**src/logic/serial_char_receiver_pkg.sv**
```systemverilog
package serial_char_receiver_pkg;

    // ------------------------------------------------------------
    // register map
    // ------------------------------------------------------------
    localparam logic [7:0]  CTRL_ADDR     = 8'h00;
    localparam logic [7:0]  PATCH_LO_ADDR = 8'h04;
    localparam logic [7:0]  PATCH_HI_ADDR = 8'h08;
    localparam logic [7:0]  STATUS_ADDR   = 8'h0c;

    // ------------------------------------------------------------
    // control fields
    // ------------------------------------------------------------
    localparam int          CODE_LSB      = 0;
    localparam int          MODE_BIT      = 2;
    localparam int          FREE_STOP_BIT = 3;
    localparam int          UNITS_LSB     = 4;
    localparam int          PATCH_INV_BIT = 4;

    localparam logic [1:0]  CODE_5        = 2'h0;
    localparam logic [1:0]  CODE_6        = 2'h1;
    localparam logic [1:0]  CODE_7        = 2'h2;
    localparam logic [1:0]  CODE_8        = 2'h3;

    // ------------------------------------------------------------
    // reset values
    // ------------------------------------------------------------
    localparam logic [31:0] CTRL_RESET     = 32'h0000_0050;
    localparam logic [31:0] PATCH_LO_RESET = 32'h0302_0100;
    localparam logic [31:0] PATCH_HI_RESET = 32'h0706_0504;

    // ------------------------------------------------------------
    // shift register and counter
    // ------------------------------------------------------------
    localparam int          STAGES        = 9;
    localparam int          LEVELS        = 8;
    localparam int          START_STAGE   = 8;
    localparam logic [3:0]  SYNC_PRESET   = 4'he;
    localparam logic [3:0]  SS_PRESET     = 4'hf;
    localparam logic        SPACE         = 1'b0;
    localparam logic        LEVEL_IDLE    = 1'b0;

    // ------------------------------------------------------------
    // timing
    // ------------------------------------------------------------
    localparam longint      CLOCK_HZ       = 10_000_000;
    localparam longint      PRESET_TIME_US = 100;
    localparam longint      SAMPLE_TIME_MS = 2;
    localparam int          PRESET_CYCLES  = int'((PRESET_TIME_US * CLOCK_HZ + 999_999) / 1_000_000);
    localparam int          SAMPLE_CYCLES  = int'((SAMPLE_TIME_MS * CLOCK_HZ + 999) / 1_000);

    localparam logic [1:0]  RESP_OKAY     = 2'h0;
    localparam logic [1:0]  RESP_SLVERR   = 2'h2;

endpackage

```
**src/logic/serial_char_receiver.sv**
```systemverilog
// Chosen here: register access over AXI4-Lite and the address map.
`timescale 1ns/1ps
// Functional notes
// - active stages equal selected levels plus one
// - 6-level enters stage three; 5-level stage four
// - 7-level skips first stage
// - start-stop start stage feeds no storage
// - continuous shifting; storage loads on character complete
// - any storage bit to any level, either polarity
// - eighth level idle unless 8-level codes
// - counter spans first to last bit, then resets
// - fixed count, or free stop length when enabled
// - free stop: idle while marking, spacing resumes
// - synchronous start state: first clear, rest set
// - sync shift pulse clears first, start-stop sets it; 100 us preset sets rest
// - start-stop start state all set
// - counter advances on rising bit clock
// - count sequence 0111 1011 0011 1101 0101 1001
// - at unit count emit shift pulse, reset counter
// - shift pulse loads register into storage
// - delayed shift pulse 100 us later
// - 2 ms sample: true external, inverted punch
// - punch sample punches stored character
// - larger unit counts extend same sequence
// - 6-unit start-stop: start plus five bits
// - start-stop counts one more pulse
// - start-stop sample only with start bit placed
module serial_char_receiver #(
    parameter int SAMPLE_CYCLES = serial_char_receiver_pkg::SAMPLE_CYCLES
) (
    input  wire logic        i_clock,
    input  wire logic        i_rstn,
    input  wire logic [7:0]  i_awaddr,
    input  wire logic        i_awvalid,
    output logic             o_awready,
    input  wire logic [31:0] i_wdata,
    input  wire logic [3:0]  i_wstrb,
    input  wire logic        i_wvalid,
    output logic             o_wready,
    output logic [1:0]       o_bresp,
    output logic             o_bvalid,
    input  wire logic        i_bready,
    input  wire logic [7:0]  i_araddr,
    input  wire logic        i_arvalid,
    output logic             o_arready,
    output logic [31:0]      o_rdata,
    output logic [1:0]       o_rresp,
    output logic             o_rvalid,
    input  wire logic        i_rready,
    input  wire logic        i_bit_clock,
    input  wire logic        i_serial_data,
    output logic [7:0]       o_level,
    output logic             o_char_shift,
    output logic             o_delayed_shift,
    output logic             o_ext_sample,
    output logic             o_punch_sample_n
);

    // ------------------------------------------------------------
    // helpers
    // ------------------------------------------------------------
    function automatic logic [31:0] merge(input logic [31:0] old, input logic [31:0] nw, input logic [3:0] be);
        logic [31:0] r;
        r = old;
        for (int b = 0; b < 4; b++) begin
            if (be[b]) begin
                r[b*8 +: 8] = nw[b*8 +: 8];
            end
        end
        return r;
    endfunction

    // ------------------------------------------------------------
    // register bus
    // ------------------------------------------------------------
    logic [31:0] ctrl_q;
    logic [31:0] patch_lo_q;
    logic [31:0] patch_hi_q;
    logic        aw_got_q;
    logic        w_got_q;
    logic [7:0]  awaddr_q;
    logic [31:0] wdata_q;
    logic [3:0]  wstrb_q;
    logic        bvalid_q;
    logic [1:0]  bresp_q;
    logic        rvalid_q;
    logic [31:0] rdata_q;
    logic [1:0]  rresp_q;
    logic [31:0] status;

    wire aw_fire   = i_awvalid & o_awready;
    wire w_fire    = i_wvalid & o_wready;
    wire aw_have   = aw_got_q | aw_fire;
    wire w_have    = w_got_q | w_fire;
    wire do_write  = aw_have & w_have & ~bvalid_q;
    wire [7:0]  wa = aw_got_q ? awaddr_q : i_awaddr;
    wire [31:0] wd = w_got_q ? wdata_q : i_wdata;
    wire [3:0]  ws = w_got_q ? wstrb_q : i_wstrb;
    wire wr_ctrl   = do_write & (wa == serial_char_receiver_pkg::CTRL_ADDR);
    wire wr_lo     = do_write & (wa == serial_char_receiver_pkg::PATCH_LO_ADDR);
    wire wr_hi     = do_write & (wa == serial_char_receiver_pkg::PATCH_HI_ADDR);
    wire wr_stat   = do_write & (wa == serial_char_receiver_pkg::STATUS_ADDR);
    wire wr_ok     = wr_ctrl | wr_lo | wr_hi | wr_stat;
    wire [31:0] ctrl_new = merge(ctrl_q, wd, ws) & 32'h0000_00ff;
    wire ar_fire   = i_arvalid & o_arready;

    logic [31:0] rd_mux;
    logic        rd_ok;
    always_comb begin
        rd_mux = 32'h0000_0000;
        rd_ok  = 1'b1;
        if (i_araddr == serial_char_receiver_pkg::CTRL_ADDR) begin
            rd_mux = ctrl_q;
        end else if (i_araddr == serial_char_receiver_pkg::PATCH_LO_ADDR) begin
            rd_mux = patch_lo_q;
        end else if (i_araddr == serial_char_receiver_pkg::PATCH_HI_ADDR) begin
            rd_mux = patch_hi_q;
        end else if (i_araddr == serial_char_receiver_pkg::STATUS_ADDR) begin
            rd_mux = status;
        end else begin
            rd_ok  = 1'b0;
        end
    end

    assign o_awready = ~aw_got_q & ~bvalid_q;
    assign o_wready  = ~w_got_q & ~bvalid_q;
    assign o_bvalid  = bvalid_q;
    assign o_bresp   = bresp_q;
    assign o_arready = ~rvalid_q;
    assign o_rvalid  = rvalid_q;
    assign o_rdata   = rdata_q;
    assign o_rresp   = rresp_q;

    always_ff @(posedge i_clock) begin
        if (!i_rstn) begin
            aw_got_q <= 1'b0;
            w_got_q  <= 1'b0;
            awaddr_q <= 8'h00;
            wdata_q  <= 32'h0000_0000;
            wstrb_q  <= 4'h0;
            bvalid_q <= 1'b0;
            bresp_q  <= serial_char_receiver_pkg::RESP_OKAY;
        end else begin
            if (aw_fire) begin
                awaddr_q <= i_awaddr;
            end
            if (w_fire) begin
                wdata_q <= i_wdata;
                wstrb_q <= i_wstrb;
            end
            if (do_write) begin
                aw_got_q <= 1'b0;
                w_got_q  <= 1'b0;
                bvalid_q <= 1'b1;
                bresp_q  <= wr_ok ? serial_char_receiver_pkg::RESP_OKAY : serial_char_receiver_pkg::RESP_SLVERR;
            end else begin
                aw_got_q <= aw_have;
                w_got_q  <= w_have;
                if (bvalid_q & i_bready) begin
                    bvalid_q <= 1'b0;
                end
            end
        end
    end

    always_ff @(posedge i_clock) begin
        if (!i_rstn) begin
            ctrl_q     <= serial_char_receiver_pkg::CTRL_RESET;
            patch_lo_q <= serial_char_receiver_pkg::PATCH_LO_RESET;
            patch_hi_q <= serial_char_receiver_pkg::PATCH_HI_RESET;
        end else begin
            if (wr_ctrl) begin
                ctrl_q <= ctrl_new;
            end
            if (wr_lo) begin
                patch_lo_q <= merge(patch_lo_q, wd, ws) & 32'h1f1f_1f1f;
            end
            if (wr_hi) begin
                patch_hi_q <= merge(patch_hi_q, wd, ws) & 32'h1f1f_1f1f;
            end
        end
    end

    always_ff @(posedge i_clock) begin
        if (!i_rstn) begin
            rvalid_q <= 1'b0;
            rdata_q  <= 32'h0000_0000;
            rresp_q  <= serial_char_receiver_pkg::RESP_OKAY;
        end else if (ar_fire) begin
            rvalid_q <= 1'b1;
            rdata_q  <= rd_mux;
            rresp_q  <= rd_ok ? serial_char_receiver_pkg::RESP_OKAY : serial_char_receiver_pkg::RESP_SLVERR;
        end else if (rvalid_q & i_rready) begin
            rvalid_q <= 1'b0;
        end
    end

    // ------------------------------------------------------------
    // configuration decode
    // ------------------------------------------------------------
    wire [1:0] code_level = ctrl_q[serial_char_receiver_pkg::CODE_LSB +: 2];
    wire       start_stop = ctrl_q[serial_char_receiver_pkg::MODE_BIT];
    wire       free_stop  = ctrl_q[serial_char_receiver_pkg::FREE_STOP_BIT];
    wire [3:0] units      = ctrl_q[serial_char_receiver_pkg::UNITS_LSB +: 4];
    wire [63:0] patch     = {patch_hi_q, patch_lo_q};
    // entry stage: 8-level 0, 7-level 1, 6-level 2, 5-level 3
    wire [1:0] entry      = 2'h3 - code_level;

    // ------------------------------------------------------------
    // bit clock edges
    // ------------------------------------------------------------
    logic bclk_q;
    always_ff @(posedge i_clock) begin
        if (!i_rstn) begin
            // idle bit clock is high: no false rise after reset
            bclk_q <= 1'b1;
        end else begin
            bclk_q <= i_bit_clock;
        end
    end
    wire bclk_rise = i_bit_clock & ~bclk_q;
    wire bclk_fall = ~i_bit_clock & bclk_q;

    // ------------------------------------------------------------
    // shift register
    // ------------------------------------------------------------
    logic [serial_char_receiver_pkg::STAGES-1:0] sr_q;
    // shifts regardless of character boundaries, at bit centre
    for (genvar g = 0; g < serial_char_receiver_pkg::STAGES; g++) begin : g_stage
        always_ff @(posedge i_clock) begin
            if (!i_rstn) begin
                sr_q[g] <= 1'b0;
            end else if (bclk_fall) begin
                if (g == int'(entry)) begin
                    sr_q[g] <= i_serial_data;
                end else if (g > int'(entry)) begin
                    sr_q[g] <= sr_q[(g > 0) ? g - 1 : 0];
                end else begin
                    sr_q[g] <= 1'b0;
                end
            end
        end
    end

    // ------------------------------------------------------------
    // units counter
    // ------------------------------------------------------------
    logic [3:0]  cnt_q;
    logic        gate_q;
    logic [15:0] preset_q;
    logic        delayed_q;
    wire        preset_busy = (preset_q != 16'h0000);
    wire [3:0]  start_val   = start_stop ? serial_char_receiver_pkg::SS_PRESET
                                         : serial_char_receiver_pkg::SYNC_PRESET;
    // down count from start value: terminal lies units pulses on
    wire [3:0]  term_val    = start_val - units;
    wire [3:0]  cnt_next    = cnt_q - 4'h1;
    wire        count_pulse = bclk_rise & gate_q & ~preset_busy;
    wire        char_hit    = count_pulse & (cnt_next == term_val);
    wire        preset_end  = (preset_q == 16'h0001);
    // start element must hold a spacing start bit
    wire        start_ok    = ~start_stop | (sr_q[serial_char_receiver_pkg::START_STAGE] == serial_char_receiver_pkg::SPACE);

    // pulses arriving inside the preset window are not counted; fine while a unit outlasts it
    always_ff @(posedge i_clock) begin
        if (!i_rstn) begin
            cnt_q <= serial_char_receiver_pkg::SYNC_PRESET;
        end else if (char_hit) begin
            cnt_q <= {cnt_q[3:1], start_stop};
        end else if (wr_ctrl) begin
            // a mode change must not leave the other framing's start state
            cnt_q <= ctrl_new[serial_char_receiver_pkg::MODE_BIT] ? serial_char_receiver_pkg::SS_PRESET
                                                                  : serial_char_receiver_pkg::SYNC_PRESET;
        end else if (preset_busy) begin
            cnt_q <= {3'b111, cnt_q[0]};
        end else if (count_pulse) begin
            cnt_q <= cnt_next;
        end
    end

    always_ff @(posedge i_clock) begin
        if (!i_rstn) begin
            preset_q  <= 16'h0000;
            delayed_q <= 1'b0;
        end else begin
            delayed_q <= preset_end;
            if (char_hit) begin
                preset_q <= 16'(serial_char_receiver_pkg::PRESET_CYCLES);
            end else if (preset_busy) begin
                preset_q <= preset_q - 16'h0001;
            end
        end
    end

    // free stop: counting halts after a character until spacing
    always_ff @(posedge i_clock) begin
        if (!i_rstn) begin
            gate_q <= 1'b1;
        end else if (~(start_stop & free_stop)) begin
            gate_q <= 1'b1;
        end else if (bclk_fall & ~gate_q & (i_serial_data == serial_char_receiver_pkg::SPACE)) begin
            gate_q <= 1'b1;
        end else if (delayed_q) begin
            gate_q <= 1'b0;
        end
    end

    // ------------------------------------------------------------
    // storage and sample pulse
    // ------------------------------------------------------------
    logic [serial_char_receiver_pkg::STAGES-1:0] store_q;
    logic        shift_q;
    logic [15:0] sample_q;
    logic        sample_out_q;
    wire         sample_busy = (sample_q != 16'h0000);

    always_ff @(posedge i_clock) begin
        if (!i_rstn) begin
            store_q <= '0;
            shift_q <= 1'b0;
        end else begin
            shift_q <= char_hit;
            if (char_hit) begin
                store_q[7:0] <= sr_q[7:0];
                if (!start_stop) begin
                    store_q[8] <= sr_q[8];
                end
            end
        end
    end

    always_ff @(posedge i_clock) begin
        if (!i_rstn) begin
            sample_q     <= 16'h0000;
            sample_out_q <= 1'b0;
        end else begin
            sample_out_q <= sample_busy;
            if (char_hit & start_ok) begin
                sample_q <= 16'(SAMPLE_CYCLES);
            end else if (sample_busy) begin
                sample_q <= sample_q - 16'h0001;
            end
        end
    end

    // ------------------------------------------------------------
    // patch field and outputs
    // ------------------------------------------------------------
    logic [7:0] level_q;
    for (genvar l = 0; l < serial_char_receiver_pkg::LEVELS; l++) begin : g_level
        wire [3:0] sel = patch[l*8 +: 4];
        wire       inv = patch[l*8 + serial_char_receiver_pkg::PATCH_INV_BIT];
        wire       bit_v = (sel < 4'(serial_char_receiver_pkg::STAGES)) ? store_q[sel] : 1'b0;
        wire       gated = (l == 7) && (code_level != serial_char_receiver_pkg::CODE_8);
        always_ff @(posedge i_clock) begin
            if (!i_rstn) begin
                level_q[l] <= serial_char_receiver_pkg::LEVEL_IDLE;
            end else if (gated) begin
                level_q[l] <= serial_char_receiver_pkg::LEVEL_IDLE;
            end else begin
                level_q[l] <= bit_v ^ inv;
            end
        end
    end

    assign status = {16'h0000, preset_busy, sample_busy, gate_q, cnt_q, store_q};

    assign o_level          = level_q;
    assign o_char_shift     = shift_q;
    assign o_delayed_shift  = delayed_q;
    assign o_ext_sample     = sample_out_q;
    assign o_punch_sample_n = ~sample_out_q;

endmodule

```
**config.mk**
```make
export PLATFORM = sky130hd
export DESIGN_NAME = serial_char_receiver
export DESIGN_NICKNAME = d
export VERILOG_FILES = /design/src/logic/serial_char_receiver_pkg.sv /design/src/logic/serial_char_receiver.sv
export SDC_FILE = /design/constraint.sdc
export NUM_CORES = 1
export LEC_CHECK = 0
export ABC_AREA = 1
export BUFFER_PORTS_ARGS = -buffer_cell sky130_fd_sc_hd__buf_2
export CORE_MARGIN = 2
export CORE_UTILIZATION = 58
export DETAILED_ROUTE_END_ITERATION = 10
export PLACE_DENSITY = 0.78
export SLEW_MARGIN = 20
export SYNTH_ARGS = -nofsm -noshare
export SYNTH_HDL_FRONTEND = slang
export SYNTH_SLANG_ARGS = --single-unit
```
**constraint.sdc**
```tcl
create_clock -name i_clock -period 2.4 [get_ports i_clock]
set_input_delay 0 -clock i_clock [delete_from_list [all_inputs] [get_ports i_clock]]
set_output_delay 0 -clock i_clock [all_outputs]
set_load 0.03 [all_outputs]
```
==> out/metrics.cfg <==
[pwr]
p_comb_share_pct=29.7
power.share.clock_pct=29.4
switching_share_pct=35.8
internal_power_uw=5710
p_seq_share_pct=40.9
p_switching_uw=3180
power.leakage_uw=0.00458
powerDensity_mw_per_mm2=864
irDropWorstVdd_mv=0.521

[detailed_routing]
dr.pass1.iters=7
detail-route-antenna-nets=0
viasPerCell=5.68
vias=8922
drt_iter0_markers=839
wl_mm=23.8
drc=0
wire_per_inst_um=15.2

[place]
port_buffers=96
pre_cts_slack_ps=178
gp_congestion=0.964
place_hpwl_mm=16.3

[logic_synthesis]
yosysUniqueCellTypes=42
ys_seq_area_share_pct=41.7
synth_common_cells=nand2_1 (241), dfxtp_1 (182), o21ai_0 (151)
synth_warnings=0
netlist_area_sq_mm=0.00873
synth_most_common_cell=nand2_1
netlist_instances=1252
ys_ff_latch=182
ys_top_cells_by_area=dfxtp_1 (42%), nand2_1 (10%), o21ai_0 (8.7%)
synth_top_area_cell=dfxtp_1
postSynthAreaPerCell_sq_um=6.97
synth-async-reset-ratio_pct=0
synth_edf_count=0
synth_top_area_share_pct=41.7
synth_ff_type=dfxtp_1

[sta]
fmax_mhz=464
finalHoldViolations=0
min_period_ps=2160
rsz0062_at_grt=false
max_slew_margin_pct=52.2
drv_slew=0
fin_crit_sh_pct=89.8
setup_slack_ps=244
tightest_slew_ps=716
tns_ps=0
setup_violations=0
skew_ps=8.05

[global_route]
grt_pass1_vias=8232
grt_pass1_wl_mm=39.3
antenna_found_initial=0
grt-ovfl-total=0
grtUsageTotal_pct=30.1
grt_max_degree=72

[worst_setup_path]
cp_common_cell=nand2_1
end_kind=flip-flop
critPathKind=reg2reg
crit_chain=inv_1 > ha_1 > ha_1 > inv_1 > nand2_1 > nand2_1 > nor2_1 > nand2_1 > nor2_2 > nand3_4 > nand2_2 > a21oi_1 > o21a_1
cp.arrival_ps=2490
crit_required_ps=2730
crit_fanout=15
start_kind=flip-flop
rr_worst_depth=13
cp_slowest_stage_delay_ps=350
regToRegSetupSlack_ps=240
cpMaxStageDelayCell=dfxtp_1

[die]
core_area_sq_mm=0.0146
die_x_um=127
io_pins=114
initial_core_util_pct=59.6
rows=44
die-area_sq_mm=0.0160
dieHeight_um=127

[final_layout]
drive_gt1_share_pct=13.2
final_nets=1443
multi_input_area_sq_mm=0.00436
seq_area_sq_mm=0.00364
synthToLayoutAreaGrowth_pct=17.8
n_antenna_cell=0
nFillCells=1220

[flow_run]
maxCapViolCount=0

[clocking]
clkLatencyLatePin_ps=430
cts-htree-levels=4
cts_tree=yes
cts.sinks=182
cts_buffers=17
cts_root_buf=clkbuf_16
cts_setup_buffers=0
path_clk_slew_ps=70
clockBufferDepth=2

[run_status]
status=complete, no violations

[hold_path]
worstHoldPathType=in2reg
whs_path_depth=3

## final timing paths
| kind | end | start |
|---|---|---|
| worst max-delay path | preset_q[11]$_SDFFE_PP0P_ | ctrl_q[2]$_SDFFE_PN0P_ |
| worst min-delay path | awaddr_q[3]$_SDFFE_PN0P_ | i_awvalid |
| worst max register to register | preset_q[11]$_SDFFE_PP0P_ | ctrl_q[2]$_SDFFE_PN0P_ |
| worst min register to register | o_level[3]$_SDFF_PN0_ | patch_lo_q[28]$_SDFFE_PN0P_ |
## layout by cell type, fill, tap and decap left out, types with 6 or more instances in the layout
cell           instances
clkinvlp_4             7
nand2_2                6
o22ai_1                9
nand2_1              241
inv_1                120
nor2_1               130
o211ai_1              31
a31oi_1                6
buf_2                 95
o21ai_0              151
dfxtp_1              182
dlygate4sd3_1         40
nand4_1               15
buf_4                 15
conb_1                 8
ha_1                   7
a21oi_1              133
nand3_1               70
xor2_1                10
nor3_1                16
or2_2                  7
nor2_2                17
clkbuf_16             17
## timing repair
item | CTS | global route
gates resized for setup | 0 | 1
endpoints found under the hold margin | 75 | 0
setup endpoints to repair | 0 | 16
hold buffers | 40 | 0
## kinds of logic after synthesis
kind of cell,share of synthesized area [%]
AOI/OAI and AO/OA,21.6
xor gates and xnor gates,1.30
adders and majority gates,1.00
buffers and inverters,8.59
DFF,41.7
other,0.0430
and+or+nand+nor,25.7
## cell type report
class                           count  share of cell area [%]
Multi-Input combinational cell    894                    42.4
Timing Repair Buffer              151                    9.81
Tap cell                          184                    2.24
Inverter                          129                    4.72
Clock inverter                     12                   0.937
Clock buffer                       20                    4.44
Sequential cell                   182                    35.4
## metal layers
metal	track usage, %	vias up	share of wire (%)
met5	0	-	0
met4	10.5	0	2.5
met3	6.79	54	8.2
met2	48.0	415	43
met1	40.6	4048	46
li1	-	4405	-
## power groups by stage
stage / combinational, uW / clock [uW] / sequential [uW]
global route: 3030 / 2760 / 3680
global placement: 2490 / 0 / 3680
CTS: 2620 / 2640 / 3630
detailed placement: 2540 / 0 / 3690
finish: 2640 / 2610 / 3630
floorplan: 2030 / 0 / 3670
## through the flow
step / hold WS [ps] / util (%) / total power (uW) / cell area, sq um / cells
6_report: 77.9 / 70.2 / 8890 / 10300 / 1572
5_1_grt: 90.5 / 70.2 / 9460 / 10300 / 1572
4_1_cts: 58.3 / 70.2 / 8880 / 10300 / 1572
3_5_place_dp: 225 / 63.7 / 6230 / 9330 / 1500
3_3_place_gp: 222 / 63.7 / 6170 / 9330 / 1500
2_1_floorplan: 107 / - / 5710 / 8750 / 1259
## worst max-delay path, delay by kind of cell, from the launching register on
family	cells	cell delay, ps
and+or+nand+nor	7	880
DFF	1	350
buffers and inverters	2	110
adders and majority gates	2	540
AOI/OAI and AO/OA	2	180
## flip-flops by register name, summed over array words and instances, names as in the netlist
signal and count:
aw_got_q 1, awaddr_q 8, bclk_q 1, cnt_q 4, ctrl_q 8, gate_q 1
o_bresp 1, o_bvalid 1, o_char_shift 1, o_delayed_shift 1, o_ext_sample 1, o_level 8
o_rdata 26, o_rresp 1, o_rvalid 1, patch_hi_q 20, patch_lo_q 20, preset_q 16
sample_q 16, sr_q 9, store_q 9, w_got_q 1, wdata_q 23, wstrb_q 4
Note: power is estimated with default switching activity, not from simulation.
